==> config.mk <==
export PLATFORM = sky130hd
export DESIGN_NAME = scc_block
export DESIGN_NICKNAME = d
export VERILOG_FILES = /design/src/verilog/scc_pkg.sv /design/src/verilog/scc_block.sv /design/src/verilog/scc_table.sv /design/src/verilog/scc_store.sv
export SDC_FILE = /design/constraint.sdc
export NUM_CORES = 1
export LEC_CHECK = 0
export BUFFER_PORTS_ARGS = -buffer_cell sky130_fd_sc_hd__buf_2
export CAP_MARGIN = 15
export CELL_PAD_IN_SITES_DETAIL_PLACEMENT = 1
export CELL_PAD_IN_SITES_GLOBAL_PLACEMENT = 1
export CORE_MARGIN = 10
export CORE_UTILIZATION = 38
export CTS_CLUSTER_SIZE = 40
export DETAILED_ROUTE_END_ITERATION = 16
export GPL_ROUTABILITY_DRIVEN = 1
export PLACE_DENSITY_LB_ADDON = 0.1
export SYNTH_ARGS = -nofsm -noshare
export SYNTH_HDL_FRONTEND = slang
export SYNTH_HIERARCHICAL = 1
export SYNTH_SLANG_ARGS = --single-unit
export TNS_END_PERCENT = 30
==> constraint.sdc <==
create_clock -name i_clk -period 5.4 [get_ports i_clk]
set_input_delay 1.08 -clock i_clk [delete_from_list [all_inputs] [get_ports i_clk]]
set_output_delay 1.08 -clock i_clk [all_outputs]
set_load 0.03 [all_outputs]
==> src/verilog/scc_pkg.sv <==
// Purpose: shared constants and types for the slice carry chain datapath
// Assumes: single 20 MHz clock, configuration held static on ports
// Notes:   depths and widths fixed, nothing is a parameter
package scc_pkg;

   // ------------------------------------------------------------
   // structure sizes
   // ------------------------------------------------------------
   localparam int unsigned TABLE_DEPTH   = 16;  // entries per lookup table
   localparam int unsigned TABLE_ADDR_W  = 4;
   localparam int unsigned SLICES_PER_COL = 2;  // slices stacked in one carry column
   localparam int unsigned COLUMNS       = 2;   // independent carry chains per block
   localparam int unsigned OPERAND_W     = 18;  // multiplier operand width
   localparam int unsigned SHARED_W      = 16;  // upper bits shared with ram data
   localparam int unsigned RAM_DATA_W    = 36;  // widest ram data word

   // ------------------------------------------------------------
   // reset values
   // ------------------------------------------------------------
   localparam logic       STORE_RESET   = 1'h0;
   localparam logic [15:0] TABLE_RESET  = 16'h0000;

   // ------------------------------------------------------------
   // configuration encodings
   // ------------------------------------------------------------
   typedef enum logic {
      SCC_SEL_TABLE,   // select from table output
      SCC_SEL_ONE      // constant one, always propagate
   } scc_sel_src_t;

   typedef enum logic [2:0] {
      SCC_GEN_IN_ONE,
      SCC_GEN_IN_TWO,
      SCC_GEN_PRODUCT,
      SCC_GEN_BYPASS,
      SCC_GEN_ONE,
      SCC_GEN_ZERO
   } scc_gen_src_t;

   typedef enum logic [1:0] {
      SCC_TABLE_LOGIC,
      SCC_TABLE_RAM,
      SCC_TABLE_SHIFT
   } scc_table_mode_t;

   typedef enum logic {
      SCC_STORE_FLOP,
      SCC_STORE_LATCH
   } scc_store_mode_t;

   typedef enum logic {
      SCC_RAM_NARROW,
      SCC_RAM_WIDE     // 512 deep, 36 bit words
   } scc_ram_width_t;

endpackage : scc_pkg

==> src/verilog/scc_block.sv <==
// Purpose: four slice block: two carry columns of two slices, plus ram and
//          multiplier port sharing
// Assumes: configuration inputs are static during operation
// Notes:   carry datapath is combinational; sums also offered registered
// Notes on behaviour
// - low carry mux: select 1 carry, 0 generate
// - high carry mux: select 1 low mux, 0 generate
// - low select: table output or constant one
// - high select: table output or constant one
// - low sum is table xor incoming carry
// - high sum is table xor low mux
// - low product ands inputs one and two
// - high product ands inputs one and two
// - high generate picks input, product, bypass, constant
// - each slice computes two arithmetic bits
// - two tables, two flop-or-latch stores
// - memory slices: distributed_ram_sixteen or shift16 tables
// - four slices form two independent columns
// - wide ram mode blocks the multiplier
// - upper sixteen operand bits share ram data
`timescale 1ns/1ps
module scc_block (
   input  wire logic                       i_clk,
   input  wire logic                       i_reset_n,
   // per column carry in, per slice configuration (index = col*2+slice)
   input  wire logic [1:0]                 i_slice_carry_input,
   input  wire logic [3:0][3:0]            i_low_addr,
   input  wire logic [3:0][3:0]            i_high_addr,
   input  wire logic [3:0]                 i_upper_bypass_input,
   input  wire scc_pkg::scc_sel_src_t [3:0] i_sel_low_src,
   input  wire scc_pkg::scc_sel_src_t [3:0] i_sel_high_src,
   input  wire scc_pkg::scc_gen_src_t [3:0] i_gen_low_src,
   input  wire scc_pkg::scc_gen_src_t [3:0] i_gen_high_src,
   input  wire scc_pkg::scc_table_mode_t [3:0] i_table_mode,
   input  wire scc_pkg::scc_store_mode_t [3:0] i_store_mode,
   input  wire logic [3:0][15:0]           i_low_init,
   input  wire logic [3:0][15:0]           i_high_init,
   input  wire logic                       i_table_load,
   input  wire logic [3:0]                 i_table_we,
   input  wire logic [3:0]                 i_low_wdata,
   input  wire logic [3:0]                 i_high_wdata,
   input  wire logic [3:0]                 i_store_ce,
   // ram and multiplier sharing
   input  wire scc_pkg::scc_ram_width_t    i_ram_width,
   input  wire logic [17:0]                i_mult_operand_a,
   input  wire logic [17:0]                i_mult_operand_b,
   input  wire logic [35:0]                i_ram_wdata_a,
   input  wire logic [35:0]                i_ram_wdata_b,
   input  wire logic                       i_use_ram_route,
   // results
   output logic [3:0]                      o_sum_low,
   output logic [3:0]                      o_sum_high,
   output logic [3:0]                      o_sum_low_reg,
   output logic [3:0]                      o_sum_high_reg,
   output logic [1:0]                      o_slice_carry_output,
   output logic [3:0]                      o_carry_mux_low,
   output logic                            o_mult_available,
   output logic [17:0]                     o_mult_operand_a,
   output logic [17:0]                     o_mult_operand_b
);

   // ------------------------------------------------------------
   // reset release
   // ------------------------------------------------------------
   logic rst_meta;
   logic rst_n;

   // async assert, synchronous release through two stages
   always_ff @(posedge i_clk or negedge i_reset_n) begin
      if (!i_reset_n) begin
         rst_meta <= 1'b0;
         rst_n    <= 1'b0;
      end else begin
         rst_meta <= 1'b1;
         rst_n    <= rst_meta;
      end
   end

   // ------------------------------------------------------------
   // helpers
   // ------------------------------------------------------------
   function automatic logic pick_gen(input scc_pkg::scc_gen_src_t src,
                                     input logic in_one, input logic in_two,
                                     input logic product, input logic bypass);
      unique case (src)
         scc_pkg::SCC_GEN_IN_ONE:  pick_gen = in_one;
         scc_pkg::SCC_GEN_IN_TWO:  pick_gen = in_two;
         scc_pkg::SCC_GEN_PRODUCT: pick_gen = product;
         scc_pkg::SCC_GEN_BYPASS:  pick_gen = bypass;
         scc_pkg::SCC_GEN_ONE:     pick_gen = 1'b1;
         default:                  pick_gen = 1'b0;  // zero and illegal codes
      endcase
   endfunction : pick_gen

   function automatic logic pick_sel(input scc_pkg::scc_sel_src_t src, input logic lut);
      pick_sel = (src == scc_pkg::SCC_SEL_ONE) ? 1'b1 : lut;
   endfunction : pick_sel

   // ------------------------------------------------------------
   // slice storage: tables and per slice carry logic
   // ------------------------------------------------------------
   logic [3:0] low_out;
   logic [3:0] high_out;
   logic [3:0] carry_select_low;
   logic [3:0] carry_select_high;
   logic [3:0] carry_generate_low;
   logic [3:0] carry_generate_high;
   logic [3:0] partial_product_low;
   logic [3:0] partial_product_high;
   logic [3:0] chain_carry_input;
   logic [3:0] carry_mux_low;
   logic [3:0] carry_mux_high;
   logic [3:0] sum_gate_low;
   logic [3:0] sum_gate_high;
   logic [3:0] low_q;
   logic [3:0] high_q;

   for (genvar s = 0; s < 4; s++) begin : g_slice
      // column zero is the memory capable pair; column one is logic only
      localparam logic MEM_CAP = (s < 2);

      scc_table u_low (
         .i_clk                  (i_clk),
         .i_rst_n                (rst_n),
         .i_memory_capable_slice (MEM_CAP),
         .i_mode                 (i_table_mode[s]),
         .i_init                 (i_low_init[s]),
         .i_load                 (i_table_load),
         .i_addr                 (i_low_addr[s]),
         .i_we                   (i_table_we[s]),
         .i_wdata                (i_low_wdata[s]),
         .o_out                  (low_out[s])
      );

      scc_table u_high (
         .i_clk                  (i_clk),
         .i_rst_n                (rst_n),
         .i_memory_capable_slice (MEM_CAP),
         .i_mode                 (i_table_mode[s]),
         .i_init                 (i_high_init[s]),
         .i_load                 (i_table_load),
         .i_addr                 (i_high_addr[s]),
         .i_we                   (i_table_we[s]),
         .i_wdata                (i_high_wdata[s]),
         .o_out                  (high_out[s])
      );

      // product gates on the first two table inputs
      assign partial_product_low[s]  = i_low_addr[s][0] & i_low_addr[s][1];
      assign partial_product_high[s] = i_high_addr[s][0] & i_high_addr[s][1];

      // generate selectors, fixed by configuration
      assign carry_generate_low[s]  = pick_gen(i_gen_low_src[s], i_low_addr[s][0],
                                       i_low_addr[s][1], partial_product_low[s],
                                       1'b0);
      assign carry_generate_high[s] = pick_gen(i_gen_high_src[s], i_high_addr[s][0],
                                       i_high_addr[s][1], partial_product_high[s],
                                       i_upper_bypass_input[s]);

      assign carry_select_low[s]  = pick_sel(i_sel_low_src[s], low_out[s]);
      assign carry_select_high[s] = pick_sel(i_sel_high_src[s], high_out[s]);

      // two carry stages per slice
      assign carry_mux_low[s]  = carry_select_low[s] ? chain_carry_input[s]
                                                     : carry_generate_low[s];
      assign carry_mux_high[s] = carry_select_high[s] ? carry_mux_low[s]
                                                      : carry_generate_high[s];

      // sums complete each of the two bits
      assign sum_gate_low[s]  = low_out[s] ^ chain_carry_input[s];
      assign sum_gate_high[s] = high_out[s] ^ carry_mux_low[s];

      scc_store u_store_low (
         .i_clk  (i_clk),
         .i_rst_n(rst_n),
         .i_mode (i_store_mode[s]),
         .i_ce   (i_store_ce[s]),
         .i_d    (sum_gate_low[s]),
         .o_q    (low_q[s])
      );

      scc_store u_store_high (
         .i_clk  (i_clk),
         .i_rst_n(rst_n),
         .i_mode (i_store_mode[s]),
         .i_ce   (i_store_ce[s]),
         .i_d    (sum_gate_high[s]),
         .o_q    (high_q[s])
      );
   end

   // ------------------------------------------------------------
   // column chaining
   // ------------------------------------------------------------
   // each column has its own chain; no carry crosses columns
   for (genvar c = 0; c < 2; c++) begin : g_col
      assign chain_carry_input[2*c]   = i_slice_carry_input[c];
      assign chain_carry_input[2*c+1] = carry_mux_high[2*c];
      assign o_slice_carry_output[c]  = carry_mux_high[2*c+1];
   end

   // combinational and registered sum outputs
   assign o_sum_low       = sum_gate_low;
   assign o_sum_high      = sum_gate_high;
   assign o_sum_low_reg   = low_q;
   assign o_sum_high_reg  = high_q;
   assign o_carry_mux_low = carry_mux_low;

   // ------------------------------------------------------------
   // ram and multiplier sharing
   // ------------------------------------------------------------
   // wide ram uses every shared wire, so the multiplier is lost
   assign o_mult_available = (i_ram_width != scc_pkg::SCC_RAM_WIDE);

   // shared upper sixteen bits: ram data drives them when routed so or in wide ram mode
   always_comb begin
      o_mult_operand_a = i_mult_operand_a;
      o_mult_operand_b = i_mult_operand_b;
      if (i_use_ram_route || !o_mult_available) begin
         o_mult_operand_a[17:2] = i_ram_wdata_a[35:20];
         o_mult_operand_b[17:2] = i_ram_wdata_b[35:20];
      end
   end
endmodule : scc_block

==> src/verilog/scc_table.sv <==
// Purpose: one 16 entry lookup table, usable as logic, ram or shift register
// Assumes: write and shift honoured only when the slice is memory capable
// Notes:   read data is combinational lookup, as a table must be
`timescale 1ns/1ps
module scc_table (
   input  wire logic                   i_clk,
   input  wire logic                   i_rst_n,
   input  wire logic                   i_memory_capable_slice,
   input  wire scc_pkg::scc_table_mode_t i_mode,
   input  wire logic [15:0]            i_init,
   input  wire logic                   i_load,
   input  wire logic [3:0]             i_addr,
   input  wire logic                   i_we,
   input  wire logic                   i_wdata,
   output logic                        o_out
);

   logic [15:0] contents;
   logic        mem_ok;

   assign mem_ok = i_memory_capable_slice && (i_mode != scc_pkg::SCC_TABLE_LOGIC);

   // contents: loaded by configuration, then written or shifted
   always_ff @(posedge i_clk or negedge i_rst_n) begin
      if (!i_rst_n) begin
         contents <= scc_pkg::TABLE_RESET;
      end else if (i_load) begin
         contents <= i_init;
      end else if (mem_ok && i_we) begin
         if (i_mode == scc_pkg::SCC_TABLE_SHIFT) begin
            contents <= {contents[14:0], i_wdata};
         end else begin
            contents[i_addr] <= i_wdata;
         end
      end
   end

   // lookup; logic only slices never write, so act as pure functions
   assign o_out = contents[i_addr];

endmodule : scc_table

==> src/verilog/scc_store.sv <==
// Purpose: one slice storage element, flip-flop or latch behaviour
// Assumes: latch mode is emulated on the clock: transparent while gate high
// Notes:   a true latch is avoided so the design stays single clocked
`timescale 1ns/1ps
module scc_store (
   input  wire logic                    i_clk,
   input  wire logic                    i_rst_n,
   input  wire scc_pkg::scc_store_mode_t i_mode,
   input  wire logic                    i_ce,
   input  wire logic                    i_d,
   output logic                         o_q
);

   logic held;

   // edge capture with enable; latch mode tracks d while gate is open
   always_ff @(posedge i_clk or negedge i_rst_n) begin
      if (!i_rst_n) begin
         held <= scc_pkg::STORE_RESET;
      end else if (i_ce) begin
         held <= i_d;
      end
   end

   // latch passes d straight through while open
   assign o_q = (i_mode == scc_pkg::SCC_STORE_LATCH && i_ce) ? i_d : held;

endmodule : scc_store

==> results of run 1 <==
[layout make-up]
type	instances	area, sq um
Fill cell	3979	17500
Clock buffer	25	485
Inverter	5	18.8
Timing Repair Buffer	378	1970
Clock inverter	7	185
Antenna cell	5	12.5
Tap cell	442	553
Sequential cell	138	3460
Multi-Input combinational cell	1172	8210
[how the worst max path moves through the flow]
| stage | endpoint | cells past startpoint | slack (ns) |
|---|---|---|---|
| global placement | o_sum_high_reg[1] | 13 | 0.21 |
| finish | o_sum_high_reg[1] | 13 | 0.26 |
| CTS | o_sum_high_reg[1] | 13 | 0.12 |
| detailed placement | o_sum_high_reg[1] | 13 | 0.12 |
| global route | o_sum_high_reg[3] | 11 | 0.08 |
| floorplan | o_sum_high_reg[3] | 9 | -0.07 |
[cell families after synthesis]
family                   Yosys count
AO/OA/AOI/OAI                    437
XOR/XNOR                           8
adder cells (fa/ha/maj)            1
buffers and inverters            148
flip-flops                       138
multiplexers                     200
other                              2
AND/OR/NAND/NOR                  517
[layer usage]
metal	vias up	wire, um	track usage
met5	-	0	0
met4	0	617	0.0568
met3	33	2240	0.0434
met2	284	22600	0.369
met1	6121	21200	0.296
li1	5892	-	-
[power groups by stage]
| stage | clock, mW | combinational, mW | sequential [mW] |
|---|---|---|---|
| after floorplan | 0 | 0.975 | 1.37 |
| after global placement | 0 | 1.34 | 1.42 |
| after detailed placement | 0 | 1.37 | 1.43 |
| after CTS | 1.43 | 1.38 | 1.41 |
| after global routing | 1.48 | 1.49 | 1.44 |
| final | 1.40 | 1.36 | 1.41 |
[sequential cells by signal (all words and copies together) (netlist names)]
| name | cells |
|---|---|
| rst_meta | 1 |
| rst_n | 1 |
| g_slice.u_store_high/held | 4 |
| g_slice.u_high/contents | 64 |
| g_slice.u_low/contents | 64 |
| g_slice.u_store_low/held | 4 |
[worst max-delay path: cells and delay by family]
family	cells	cell delay (ns)
AOI/OAI and AO/OA	5	1.16
buffers and inverters	3	0.53
and+or+nand+nor	1	0.16
muxes	3	0.95
xor gates and xnor gates	1	0.16
[synthesized netlist by cell type, drive strengths merged, types with 2 or more instances]
master    n
mux2    164
dfrtp   138
nand2   115
nor2b   163
o21ai    37
or3b     16
mux4     32
o31ai     2
buf      84
or2b      8
inv       5
nor3     12
nor4     16
a21oi   316
nor2     47
a22oi    16
nor3b     8
nand2b    2
nand4    88
a211oi   19
xnor2     2
xor2      6
nand3    25
and2      8
mux2i     4
or2       8
a31oi     9
conb      2
a311oi   16
o41ai    17
o32ai     2
clkbuf   59
[what timing repair did]
action / in CTS / in global routing
endpoints found under the setup margin: 0 / 1
gates resized for setup: 0 / 1
endpoints found under the hold margin: 0 / 0
==> flow_summary.html, run 1 <==
<table>
<tr><th>Metric</th><th>Value</th></tr>
<tr><th colspan="2">Global route</th></tr>
<tr><td>Pin count of the biggest net entering global routing</td><td>105</td></tr>
<tr><td>GRT Overall Usage</td><td>0.224</td></tr>
<tr><td>Total overflow reported by the global router</td><td>0</td></tr>
<tr><td>Global-route wire length before repair</td><td>74.6 mm</td></tr>
<tr><td>Number of antenna violations at the first check in global routing</td><td>4</td></tr>
<tr><td>Vias in the first global route</td><td>13000</td></tr>
<tr><th colspan="2">Timing</th></tr>
<tr><td>Setup total negative slack</td><td>0 ns</td></tr>
<tr><td>Post-route clock period utilization</td><td>0.952</td></tr>
<tr><td># setup viols final</td><td>0</td></tr>
<tr><td>Fin crit period</td><td>5.14 ns</td></tr>
<tr><td>Relative slew slack</td><td>0.300</td></tr>
<tr><td>Achievable Freq</td><td>194 MHz</td></tr>
<tr><td>Clock Skew</td><td>0.00777 ns</td></tr>
<tr><td>Setup slack after layout</td><td>0.258 ns</td></tr>
<tr><td>Final worst hold slack</td><td>0.363 ns</td></tr>
<tr><td>RSZ-0062 raised after global routing</td><td>no</td></tr>
<tr><td>Number of hold violations in the final report</td><td>0</td></tr>
<tr><td>Number of pins exceeding their max-slew limit in the final report</td><td>0</td></tr>
<tr><td>Tightest Pin Transition</td><td>1.05 ns</td></tr>
<tr><th colspan="2">Route</th></tr>
<tr><td>Via-to-Cell Ratio</td><td>5.68</td></tr>
<tr><td>DRC violation count after routing</td><td>0</td></tr>
<tr><td>Drt pass-1 iters</td><td>5</td></tr>
<tr><td>DRT iter0 DRCs</td><td>996</td></tr>
<tr><td>Wire length reported by the detailed router</td><td>46.6 mm</td></tr>
<tr><td>Routed wire length per instance</td><td>21.5 um</td></tr>
<tr><td>Count of nets left with antenna violations after detail routing</td><td>0</td></tr>
<tr><td>Via count of the routed design</td><td>12300</td></tr>
<tr><th colspan="2">Layout</th></tr>
<tr><td>Post-synthesis to final-layout area growth</td><td>20.2%</td></tr>
<tr><td>Finished Layout Cells</td><td>2172</td></tr>
<tr><td>Share of the core filled with cells in the final layout</td><td>0.460</td></tr>
<tr><td>Final Net Count</td><td>2051</td></tr>
<tr><td>Share of final-layout standard cells stronger than drive strength 1</td><td>0.334</td></tr>
<tr><td>Final std cell area, no fill</td><td>14900 sq um</td></tr>
<tr><td>Commonest cells after routing, fill and taps aside</td><td>sky130_fd_sc_hd__buf_2 (348), sky130_fd_sc_hd__a21oi_1 (316), sky130_fd_sc_hd__nor2b_1 (163)</td></tr>
<tr><td>Leading cell type in the layout, fill and taps excluded</td><td>sky130_fd_sc_hd__buf_2</td></tr>
<tr><th colspan="2">Setup path</th></tr>
<tr><td>CP Launch Type</td><td>primary input</td></tr>
<tr><td>Max FO, Critical Path</td><td>6</td></tr>
<tr><td>Startpoint of the worst register-to-register path</td><td>g_slice[0].u_low/contents[11]</td></tr>
<tr><td>Worst EP required</td><td>4.32 ns</td></tr>
<tr><td>Most common cell on crit path</td><td>sky130_fd_sc_hd__buf_2</td></tr>
<tr><td>Cells traversed along the worst timing path</td><td>buf_2 &gt; mux4_2 &gt; a22oi_1 &gt; nand2_1 &gt; a211oi_1 &gt; o21ai_0 &gt; o21ai_1 &gt; o22a_2 &gt; mux2i_1 &gt; xnor2_1 &gt; buf_4 &gt; mux2_4 &gt; buf_2</td></tr>
<tr><td>Delay of the slowest cell on the worst path</td><td>0.52 ns</td></tr>
<tr><td>Critical path data arrival time</td><td>4.06 ns</td></tr>
<tr><td>Number of cells on the worst reg-to-reg path</td><td>11</td></tr>
<tr><td>Flop-to-flop setup slack</td><td>2.33 ns</td></tr>
<tr><td>Type of the setup path with the least slack</td><td>primary input to output port</td></tr>
<tr><td>Cell with the largest stage delay on the worst path</td><td>sky130_fd_sc_hd__mux4_2</td></tr>
<tr><td>Capturing element type of the critical path</td><td>output port</td></tr>
<tr><td>R2R Path End</td><td>g_slice[1].u_store_high/held</td></tr>
<tr><td>Crit path from</td><td>i_low_addr[0]</td></tr>
<tr><th colspan="2">Clock tree</th></tr>
<tr><td>Skew-Pair Late Insertion Delay</td><td>0.44 ns</td></tr>
<tr><td>Clock net sink count</td><td>138</td></tr>
<tr><td>Number of hold buffers added after CTS</td><td>0</td></tr>
<tr><td>Num CTS Buffers</td><td>17</td></tr>
<tr><td>Clock Path Buffers</td><td>2</td></tr>
<tr><td>CTS tree</td><td>yes</td></tr>
<tr><td>Root Buffer</td><td>sky130_fd_sc_hd__clkbuf_16</td></tr>
<tr><td>Setup bufs post-CTS</td><td>0</td></tr>
<tr><td>Count of H-tree levels built during CTS</td><td>4</td></tr>
<tr><td>Clock-pin transition on the worst setup and hold timing paths</td><td>0.06 ns</td></tr>
<tr><th colspan="2">Placement</th></tr>
<tr><td>DP HPWL</td><td>34.1 mm</td></tr>
<tr><td>Cell count after placement</td><td>2135</td></tr>
<tr><td>Final weighted congestion in routability-driven placement</td><td>0.826</td></tr>
<tr><td>Pre-CTS setup slack</td><td>0.119 ns</td></tr>
<tr><td>Number of buffers inserted by port buffering</td><td>349</td></tr>
<tr><td>Dpl cell area</td><td>14200 sq um</td></tr>
<tr><th colspan="2">Synth</th></tr>
<tr><td>Fraction of registers with async set or reset after synthesis</td><td>1.00</td></tr>
<tr><td>Number of enable flip-flop cells after synthesis</td><td>0</td></tr>
<tr><td>Netlist area before placement</td><td>12400 sq um</td></tr>
<tr><td>Xor and xnor area share after synthesis</td><td>0.00565</td></tr>
<tr><td>Post-synthesis share of cell area spent on and, or, nand and nor gates</td><td>0.232</td></tr>
<tr><td>Portion of synthesized cell area occupied by the leading cell type</td><td>0.279</td></tr>
<tr><td>Yosys top cell by area</td><td>sky130_fd_sc_hd__dfrtp_1</td></tr>
<tr><td>Count of cell types in the netlist</td><td>47</td></tr>
<tr><td>Post-Syn Instances</td><td>1451</td></tr>
<tr><td>Combinational family with the most area after synthesis</td><td>simple AND/OR/NAND/NOR gates</td></tr>
<tr><td>Multiplexer area fraction after synthesis</td><td>0.213</td></tr>
<tr><td>Most used flip-flop cell after synthesis</td><td>sky130_fd_sc_hd__dfrtp_1</td></tr>
<tr><td>Synthesis warning total</td><td>6</td></tr>
<tr><td>Flop and latch count out of synthesis</td><td>138</td></tr>
<tr><td>Seq/Total Area, Yosys</td><td>0.279</td></tr>
<tr><td>Dominant cells by area after synthesis</td><td>sky130_fd_sc_hd__dfrtp_1 (28%), sky130_fd_sc_hd__a21oi_1 (13%), sky130_fd_sc_hd__mux2_2 (9.7%)</td></tr>
<tr><td>Complex-gate fraction of the synthesized area</td><td>0.208</td></tr>
<tr><td>Post-synthesis average cell area</td><td>8.54 sq um</td></tr>
<tr><td>Adder and majority gate portion of the synthesized area</td><td>0.000909</td></tr>
<tr><th colspan="2">Power</th></tr>
<tr><td>Net Sw Frac</td><td>0.341</td></tr>
<tr><td>Switching pwr</td><td>1.42 mW</td></tr>
<tr><td>Power density of the placed cells</td><td>280 nW/um^2</td></tr>
<tr><td>Total internal power</td><td>2.75 mW</td></tr>
<tr><td>Part of the total power dissipated in combinational logic</td><td>0.327</td></tr>
<tr><td>Power consumption</td><td>4.18 mW</td></tr>
<tr><td>Relative contribution of the clock network to total power</td><td>0.335</td></tr>
<tr><td>Static leakage</td><td>6.03 nW</td></tr>
<tr><td>Highest ir drop seen on vdd</td><td>229 uV</td></tr>
<tr><td>Power share of the sequential group</td><td>0.338</td></tr>
<tr><th colspan="2">Floorplanning</th></tr>
<tr><td>Die boundary height</td><td>201 um</td></tr>
<tr><td>I/O pins</td><td>398</td></tr>
<tr><td>Initial Util</td><td>0.383</td></tr>
<tr><td>Die W</td><td>201 um</td></tr>
<tr><td>Standard-cell row count</td><td>66</td></tr>
<tr><td>Area of the core region</td><td>32400 sq um</td></tr>
<tr><td>Floorplan die area</td><td>40200 sq um</td></tr>
<tr><th colspan="2">Min path</th></tr>
<tr><td>Hold path depth</td><td>0</td></tr>
<tr><td>HP Class</td><td>flip-flop to flip-flop</td></tr>
<tr><td>Startpoint of the lowest-slack hold path</td><td>rst_meta</td></tr>
<tr><td>End point of the most critical hold path</td><td>rst_n</td></tr>
<tr><th colspan="2">Run</th></tr>
<tr><td>MaxCap Viol Count</td><td>0</td></tr>
<tr><th colspan="2">Status</th></tr>
<tr><td>Result of the run</td><td>finished clean</td></tr>
</table>
Power figures use the tool's default switching activity.
==> inputs of run 2 (changes only) <==
--- a/config.mk
+++ b/config.mk
@@ -15,6 +15,7 @@
 export DETAILED_ROUTE_END_ITERATION = 16
 export GPL_ROUTABILITY_DRIVEN = 1
 export PLACE_DENSITY_LB_ADDON = 0.1
+export REMOVE_ABC_BUFFERS = 1
 export SYNTH_ARGS = -nofsm -noshare
 export SYNTH_HDL_FRONTEND = slang
 export SYNTH_HIERARCHICAL = 1
==> flow_summary.html, run 2 (synthesized netlist as in run 1, its figures left out) <==
<table>
<tr><th>Metric</th><th>Value</th></tr>
<tr><th colspan="2">Status</th></tr>
<tr><td>Result of the run</td><td>finished clean</td></tr>
<tr><th colspan="2">Route</th></tr>
<tr><td>Drt pass-1 iters</td><td>4 (-1)</td></tr>
<tr><td>Routed wire length per instance</td><td>22.4 um (+4.3%)</td></tr>
<tr><td>Wire length reported by the detailed router</td><td>48.7 mm (+4.5%)</td></tr>
<tr><td>DRT iter0 DRCs</td><td>785 (-21%)</td></tr>
<tr><td>Via-to-Cell Ratio</td><td>5.77 (+1.6%)</td></tr>
<tr><td>Count of nets left with antenna violations after detail routing</td><td>0 (unchanged)</td></tr>
<tr><td>Via count of the routed design</td><td>12600 (+1.8%)</td></tr>
<tr><td>DRC violation count after routing</td><td>0 (unchanged)</td></tr>
<tr><th colspan="2">Timing</th></tr>
<tr><td>Number of hold violations in the final report</td><td>0 (unchanged)</td></tr>
<tr><td># setup viols final</td><td>0 (unchanged)</td></tr>
<tr><td>RSZ-0062 raised after global routing</td><td>no</td></tr>
<tr><td>Fin crit period</td><td>5.11 ns (-0.0287 ns)</td></tr>
<tr><td>Tightest Pin Transition</td><td>1.08 ns (+0.0378 ns)</td></tr>
<tr><td>Post-route clock period utilization</td><td>0.947 (-0.00532)</td></tr>
<tr><td>Number of pins exceeding their max-slew limit in the final report</td><td>0 (unchanged)</td></tr>
<tr><td>Achievable Freq</td><td>196 MHz (+0.56%)</td></tr>
<tr><td>Clock Skew</td><td>0.0143 ns (+0.00657 ns)</td></tr>
<tr><td>Relative slew slack</td><td>0.275 (-0.0253)</td></tr>
<tr><td>Setup total negative slack</td><td>0 ns (unchanged)</td></tr>
<tr><th colspan="2">Global route</th></tr>
<tr><td>Vias in the first global route</td><td>13000 (-0.18%)</td></tr>
<tr><td>Number of antenna violations at the first check in global routing</td><td>16 (+12)</td></tr>
<tr><td>Global-route wire length before repair</td><td>76.4 mm (+2.4%)</td></tr>
<tr><td>GRT Overall Usage</td><td>0.234 (+0.00944)</td></tr>
<tr><td>Total overflow reported by the global router</td><td>0 (unchanged)</td></tr>
<tr><td>Pin count of the biggest net entering global routing</td><td>118 (+12%)</td></tr>
<tr><th colspan="2">Clock tree</th></tr>
<tr><td>Post-cts sizing count</td><td>0 (unchanged)</td></tr>
<tr><td>Setup bufs post-CTS</td><td>0 (unchanged)</td></tr>
<tr><td>CTS tree</td><td>yes</td></tr>
<tr><td>Skew-Pair Late Insertion Delay</td><td>0.43 ns (about the same)</td></tr>
<tr><td>Root Buffer</td><td>sky130_fd_sc_hd__clkbuf_16</td></tr>
<tr><td>Clock net sink count</td><td>138 (unchanged)</td></tr>
<tr><td>Count of H-tree levels built during CTS</td><td>4 (unchanged)</td></tr>
<tr><td>Clock Path Buffers</td><td>2 (unchanged)</td></tr>
<tr><td>Number of hold buffers added after CTS</td><td>0 (unchanged)</td></tr>
<tr><td>Clock-pin transition on the worst setup and hold timing paths</td><td>0.05 ns (about the same)</td></tr>
<tr><td>Num CTS Buffers</td><td>17 (unchanged)</td></tr>
<tr><th colspan="2">Floorplanning</th></tr>
<tr><td>Floorplan die area</td><td>40200 sq um (unchanged)</td></tr>
<tr><td>I/O pins</td><td>398 (unchanged)</td></tr>
<tr><td>Die boundary height</td><td>201 um (unchanged)</td></tr>
<tr><td>Die W</td><td>201 um (unchanged)</td></tr>
<tr><td>Area of the core region</td><td>32400 sq um (unchanged)</td></tr>
<tr><td>Initial Util</td><td>0.383 (unchanged)</td></tr>
<tr><td>Standard-cell row count</td><td>66 (unchanged)</td></tr>
<tr><th colspan="2">Setup path</th></tr>
<tr><td>Max FO, Critical Path</td><td>14 (+8)</td></tr>
<tr><td>Worst EP required</td><td>4.32 ns (about the same)</td></tr>
<tr><td>Critical path data arrival time</td><td>4.03 ns (-0.03 ns)</td></tr>
<tr><td>Capturing element type of the critical path</td><td>output port</td></tr>
<tr><td>Type of the setup path with the least slack</td><td>primary input to output port</td></tr>
<tr><td>CP Launch Type</td><td>primary input</td></tr>
<tr><th colspan="2">Min path</th></tr>
<tr><td>HP Class</td><td>flip-flop to flip-flop</td></tr>
<tr><th colspan="2">Placement</th></tr>
<tr><td>DP HPWL</td><td>36.6 mm (+7.2%)</td></tr>
<tr><td>Final weighted congestion in routability-driven placement</td><td>0.848 (+2.6%)</td></tr>
<tr><td>Number of buffers inserted by port buffering</td><td>349 (unchanged)</td></tr>
<tr><td>Dpl cell area</td><td>14200 sq um (+0.12%)</td></tr>
<tr><th colspan="2">Run</th></tr>
<tr><td>MaxCap Viol Count</td><td>0 (unchanged)</td></tr>
<tr><th colspan="2">Power</th></tr>
<tr><td>Highest ir drop seen on vdd</td><td>199 uV (-13%)</td></tr>
<tr><td>Power density of the placed cells</td><td>270 nW/um^2 (-3.8%)</td></tr>
<tr><td>Power consumption</td><td>4.00 mW (-4.3%)</td></tr>
<tr><td>Static leakage</td><td>5.99 nW (-0.66%)</td></tr>
<tr><th colspan="2">Layout</th></tr>
<tr><td>Post-synthesis to final-layout area growth</td><td>19.6%</td></tr>
<tr><td>Leading cell type in the layout, fill and taps excluded</td><td>sky130_fd_sc_hd__buf_2</td></tr>
<tr><td>Final Net Count</td><td>2053 (+0.098%)</td></tr>
<tr><td>Final std cell area, no fill</td><td>14800 sq um (-0.50%)</td></tr>
<tr><td>Share of final-layout standard cells stronger than drive strength 1</td><td>0.336 (+0.00251)</td></tr>
<tr><td>Commonest cells after routing, fill and taps aside</td><td>sky130_fd_sc_hd__buf_2 (348), sky130_fd_sc_hd__a21oi_1 (316), sky130_fd_sc_hd__nor2b_1 (162)</td></tr>
<tr><td>Share of the core filled with cells in the final layout</td><td>0.458 (-0.00232)</td></tr>
<tr><td>Largest registers</td><td>g_slice.u_high/contents: 64 flops, g_slice.u_low/contents: 64 flops</td></tr>
</table>
[run 2: changes by cell type in the layout (fill, tap and decap cells not counted), sizes merged]
cell      before  now
clkinv         1    7
clkbuf        26   21
bufinv         6    2
clkinvlp       0    3
diode          5    8
buf          377  379
[run 2: final timing paths]
| path | start | end | slack [ns] | cells past startpoint |
|---|---|---|---|---|
| max | i_low_addr[9] | o_sum_high[3] | 0.29 | 11 |
| min in group asynchronous | rst_n | g_slice[1].u_high/contents[3] | 0.38 | 0 |
| max in group asynchronous | rst_n | g_slice[2].u_high/contents[11] | 3.83 | 1 |
| min | rst_meta | rst_n | 0.36 | 0 |
| min reg2reg | rst_meta | rst_n | 0.36 | 0 |
| max reg2reg | g_slice[2].u_low/contents[1] | g_slice[3].u_store_high/held | 2.42 | 11 |
[run 2: area by class of cell]
type / instances / area (sq um)
Antenna cell: 8 / 20.0
Clock buffer: 20 / 447
Clock inverter: 12 / 125
Fill cell: 3982 / 17600
Inverter: 5 / 18.8
Multi-Input combinational cell: 1172 / 8210
Sequential cell: 138 / 3460
Tap cell: 442 / 553
Timing Repair Buffer: 380 / 1990
[run 2: through the flow]
step           cells  setup WS, ns  hold slack [ns]
2_1_floorplan   1315        0.0425            0.331
3_3_place_gp    2137         0.340            0.337
3_5_place_dp    2137         0.264            0.342
4_1_cts         2169         0.257            0.355
5_1_grt         2173        0.0812            0.362
6_report        2177         0.287            0.358
[run 2: layer usage]
layer / global-route usage / part of all wire
met4: 0.0922 / 0.032
met5: 0 / 0.0019
met2: 0.387 / 0.48
met1: 0.284 / 0.43
met3: 0.0633 / 0.061
[run 2: report_power, final]
group	internal (mW)	leakage (nW)	switching (mW)	total, mW
clock	0.690	0.276	0.496	1.19
sequential	1.24	1.68	0.165	1.41
combinational	0.624	4.04	0.780	1.40
total	2.55	5.99	1.44	4.00
[run 2: worst max-delay path, stage by stage]
cell and delay [ns]:
sky130_fd_sc_hd__buf_2 0.29, sky130_fd_sc_hd__mux4_2 0.56, sky130_fd_sc_hd__a22oi_1 0.20, sky130_fd_sc_hd__nand2_1 0.17, sky130_fd_sc_hd__o41ai_4 0.56, sky130_fd_sc_hd__nor3_2 0.11, sky130_fd_sc_hd__a211oi_2 0.21, sky130_fd_sc_hd__buf_4 0.19
sky130_fd_sc_hd__xor2_1 0.26, sky130_fd_sc_hd__buf_4 0.19, sky130_fd_sc_hd__buf_2 0.20
==> inputs of run 3 (changes only) <==
--- a/config.mk
+++ b/config.mk
@@ -8,9 +8,9 @@
 export BUFFER_PORTS_ARGS = -buffer_cell sky130_fd_sc_hd__buf_2
 export CAP_MARGIN = 15
 export CELL_PAD_IN_SITES_DETAIL_PLACEMENT = 1
-export CELL_PAD_IN_SITES_GLOBAL_PLACEMENT = 1
+export CELL_PAD_IN_SITES_GLOBAL_PLACEMENT = 2
 export CORE_MARGIN = 10
-export CORE_UTILIZATION = 38
+export CORE_UTILIZATION = 30
 export CTS_CLUSTER_SIZE = 40
 export DETAILED_ROUTE_END_ITERATION = 16
 export GPL_ROUTABILITY_DRIVEN = 1
==> flow_summary.html, run 3 (synthesized netlist as in run 1, its figures left out) <==
<table>
<tr><th>Metric</th><th>Value</th></tr>
<tr><th colspan="2">Status</th></tr>
<tr><td>Result of the run</td><td>finished clean</td></tr>
<tr><th colspan="2">Floorplanning</th></tr>
<tr><td>I/O pins</td><td>398 (unchanged)</td></tr>
<tr><td>Area of the core region</td><td>40800 sq um (+26%)</td></tr>
<tr><td>Die boundary height</td><td>223 um (+11%)</td></tr>
<tr><td>Floorplan die area</td><td>49800 sq um (+24%)</td></tr>
<tr><td>Standard-cell row count</td><td>74 (+12%)</td></tr>
<tr><td>Initial Util</td><td>0.304 (-0.0793)</td></tr>
<tr><td>Die W</td><td>223 um (+11%)</td></tr>
<tr><th colspan="2">Power</th></tr>
<tr><td>Part of the total power dissipated in combinational logic</td><td>0.331 (-0.020)</td></tr>
<tr><td>Power share of the sequential group</td><td>0.341 (-0.011)</td></tr>
<tr><td>Static leakage</td><td>6.02 nW (+0.49%)</td></tr>
<tr><td>Net Sw Frac</td><td>0.353 (-0.00787)</td></tr>
<tr><td>Total internal power</td><td>2.67 mW (+4.4%)</td></tr>
<tr><td>Relative contribution of the clock network to total power</td><td>0.328 (+0.031)</td></tr>
<tr><td>Highest ir drop seen on vdd</td><td>234 uV (+17%)</td></tr>
<tr><td>Power density of the placed cells</td><td>275 nW/um^2 (+2.0%)</td></tr>
<tr><td>Switching pwr</td><td>1.46 mW (+0.92%)</td></tr>
<tr><th colspan="2">Route</th></tr>
<tr><td>Count of nets left with antenna violations after detail routing</td><td>0 (unchanged)</td></tr>
<tr><td>Via count of the routed design</td><td>12300 (-1.9%)</td></tr>
<tr><td>Routed wire length per instance</td><td>21.8 um (-2.4%)</td></tr>
<tr><td>Drt pass-1 iters</td><td>5 (+1)</td></tr>
<tr><td>Wire length reported by the detailed router</td><td>49.4 mm (+1.4%)</td></tr>
<tr><td>DRC violation count after routing</td><td>0 (unchanged)</td></tr>
<tr><td>Via-to-Cell Ratio</td><td>5.45 (-5.5%)</td></tr>
<tr><td>DRT iter0 DRCs</td><td>691 (-12%)</td></tr>
<tr><th colspan="2">Timing</th></tr>
<tr><td>Number of hold violations in the final report</td><td>0 (unchanged)</td></tr>
<tr><td>Fin crit period</td><td>5.10 ns (-0.0144 ns)</td></tr>
<tr><td>Clock Skew</td><td>0.0151 ns (+0.000771 ns)</td></tr>
<tr><td>Setup slack after layout</td><td>0.301 ns (+0.0144 ns)</td></tr>
<tr><td>Post-route clock period utilization</td><td>0.944 (-0.00267)</td></tr>
<tr><td>RSZ-0062 raised after global routing</td><td>no</td></tr>
<tr><td>Relative slew slack</td><td>0.245 (-0.0300)</td></tr>
<tr><td>Tightest Pin Transition</td><td>1.13 ns (+0.0448 ns)</td></tr>
<tr><td>Number of pins exceeding their max-slew limit in the final report</td><td>0 (unchanged)</td></tr>
<tr><td>Achievable Freq</td><td>196 MHz (+0.28%)</td></tr>
<tr><td>Setup total negative slack</td><td>0 ns (unchanged)</td></tr>
<tr><td># setup viols final</td><td>0 (unchanged)</td></tr>
<tr><th colspan="2">Setup path</th></tr>
<tr><td>Worst EP required</td><td>4.32 ns (about the same)</td></tr>
<tr><td>Critical path data arrival time</td><td>4.02 ns (about the same)</td></tr>
<tr><td>Capturing element type of the critical path</td><td>output port</td></tr>
<tr><td>Max FO, Critical Path</td><td>6 (-8)</td></tr>
<tr><td>CP Launch Type</td><td>primary input</td></tr>
<tr><td>Cell with the largest stage delay on the worst path</td><td>sky130_fd_sc_hd__mux4_2</td></tr>
<tr><td>Delay of the slowest cell on the worst path</td><td>0.53 ns (-0.03 ns)</td></tr>
<tr><td>Most common cell on crit path</td><td>sky130_fd_sc_hd__buf_2</td></tr>
<tr><td>Cells traversed along the worst timing path</td><td>buf_2 &gt; mux4_2 &gt; a22oi_1 &gt; nand2_1 &gt; a211oi_1 &gt; o21ai_0 &gt; o21ai_1 &gt; o22a_2 &gt; mux2i_1 &gt; xnor2_1 &gt; mux2_4 &gt; buf_2</td></tr>
<tr><td>Type of the setup path with the least slack</td><td>primary input to output port</td></tr>
<tr><th colspan="2">Layout</th></tr>
<tr><td>Fill cell count</td><td>4932 (+24%)</td></tr>
<tr><td>Leading cell type in the layout, fill and taps excluded</td><td>sky130_fd_sc_hd__buf_2</td></tr>
<tr><td>Share of final-layout standard cells stronger than drive strength 1</td><td>0.336 (about the same)</td></tr>
<tr><td>Final Net Count</td><td>2050 (-0.15%)</td></tr>
<tr><td>Largest registers</td><td>g_slice.u_high/contents: 64 flops, g_slice.u_low/contents: 64 flops</td></tr>
<tr><td>Final std cell area, no fill</td><td>15000 sq um (+1.2%)</td></tr>
<tr><td>Commonest cells after routing, fill and taps aside</td><td>sky130_fd_sc_hd__buf_2 (348), sky130_fd_sc_hd__a21oi_1 (316), sky130_fd_sc_hd__nor2b_1 (162)</td></tr>
<tr><td>Post-synthesis to final-layout area growth</td><td>21.0%</td></tr>
<tr><th colspan="2">Global route</th></tr>
<tr><td>Vias in the first global route</td><td>13300 (+1.9%)</td></tr>
<tr><td>Pin count of the biggest net entering global routing</td><td>137 (+16%)</td></tr>
<tr><td>Global-route wire length before repair</td><td>78.3 mm (+2.6%)</td></tr>
<tr><td>Total overflow reported by the global router</td><td>0 (unchanged)</td></tr>
<tr><td>GRT Overall Usage</td><td>0.194 (-0.0399)</td></tr>
<tr><td>Number of antenna violations at the first check in global routing</td><td>12 (-4)</td></tr>
<tr><th colspan="2">Placement</th></tr>
<tr><td>Number of buffers inserted by port buffering</td><td>349 (unchanged)</td></tr>
<tr><td>Dpl cell area</td><td>14300 sq um (+0.72%)</td></tr>
<tr><td>DP HPWL</td><td>36.2 mm (-1.1%)</td></tr>
<tr><td>Pre-CTS setup slack</td><td>-0.0497 ns (-0.314 ns)</td></tr>
<tr><td>Final weighted congestion in routability-driven placement</td><td>0.770 (-9.1%)</td></tr>
<tr><th colspan="2">Clock tree</th></tr>
<tr><td>Skew-Pair Late Insertion Delay</td><td>0.45 ns (+0.02 ns)</td></tr>
<tr><td>Setup bufs post-CTS</td><td>0 (unchanged)</td></tr>
<tr><td>Clock Path Buffers</td><td>2 (unchanged)</td></tr>
<tr><td>Clock net sink count</td><td>138 (unchanged)</td></tr>
<tr><td>Number of hold buffers added after CTS</td><td>0 (unchanged)</td></tr>
<tr><td>CTS tree</td><td>yes</td></tr>
<tr><td>Clock-pin transition on the worst setup and hold timing paths</td><td>0.07 ns (+0.02 ns)</td></tr>
<tr><td>Count of H-tree levels built during CTS</td><td>4 (unchanged)</td></tr>
<tr><td>Root Buffer</td><td>sky130_fd_sc_hd__clkbuf_16</td></tr>
<tr><td>Num CTS Buffers</td><td>17 (unchanged)</td></tr>
<tr><th colspan="2">Run</th></tr>
<tr><td>MaxCap Viol Count</td><td>0 (unchanged)</td></tr>
<tr><th colspan="2">Min path</th></tr>
<tr><td>HP Class</td><td>flip-flop to flip-flop</td></tr>
</table>
-- run 3: changes by cell type in the layout (fill, tap and decap cells not counted), moves of 2 or more --
cell                         change
sky130_fd_sc_hd__clkinv_4        +2
sky130_fd_sc_hd__bufinv_16       +3
sky130_fd_sc_hd__inv_6           +2
sky130_fd_sc_hd__buf_4           -4
sky130_fd_sc_hd__diode_2         -4
sky130_fd_sc_hd__clkinv_2        -3
sky130_fd_sc_hd__clkinvlp_4      -2
-- run 3: routing by layer --
metal | GRT usage | wire, um
met5 | 0 | 80
met4 | 0.0418 | 656
met3 | 0.0518 | 2750
met2 | 0.321 | 23700
met1 | 0.248 | 22200
-- run 3: critical path, delay by kind of cell --
family | cells | cell delay, ns
compound gates | 5 | 1.11
xor+xnor | 1 | 0.22
buf+inv | 2 | 0.37
mux | 3 | 1.05
simple gates | 1 | 0.17
-- run 3: area by class of cell --
class	instances	area (sq um)	share of cell area
Inverter	5	18.8	0.00125
Multi-Input combinational cell	1172	8210	0.548
Clock buffer	18	429	0.0286
Clock inverter	14	220	0.0147
Antenna cell	4	10.0	0.000668
Sequential cell	138	3460	0.231
Tap cell	532	666	0.0444
Timing Repair Buffer	377	1980	0.132
-- run 3: worst paths after layout --
kind	from	end	slack, ns	depth (start not counted)
max	i_low_addr[0]	o_sum_high_reg[1]	0.30	12
min	rst_meta	rst_n	0.36	0
min in group asynchronous	i_reset_n	rst_meta	0.40	1
max reg2reg	g_slice[0].u_low/contents[3]	g_slice[1].u_store_high/held	2.38	10
max in group asynchronous	rst_n	g_slice[2].u_high/contents[9]	4.30	1
min reg2reg	rst_meta	rst_n	0.36	0
-- run 3: through the flow --
step | hold slack (ns) | instances | utilization | total power, mW
6_report | 0.363 | 2260 | 0.367 | 4.12
5_1_grt | 0.368 | 2258 | 0.367 | 4.39
4_1_cts | 0.369 | 2256 | 0.367 | 4.19
3_5_place_dp | 0.352 | 2224 | 0.351 | 2.80
3_3_place_gp | 0.336 | 2224 | 0.351 | 2.78
2_1_floorplan | 0.331 | 1315 | - | 2.25
-- run 3: what timing repair did --
| action | in CTS | in global routing |
|---|---|---|
| gates resized for setup | 1 | 1 |
| setup endpoints to repair | 1 | 1 |
| pin swaps | 0 | 0 |
-- run 3: power groups by stage --
stage | Clock [mW] | Sequential (mW) | Combinational [mW]
floorplan | 0 | 1.37 | 0.885
global placement | 0 | 1.42 | 1.36
detailed placement | 0 | 1.42 | 1.38
CTS | 1.40 | 1.40 | 1.39
global route | 1.46 | 1.43 | 1.50
finish | 1.35 | 1.40 | 1.37
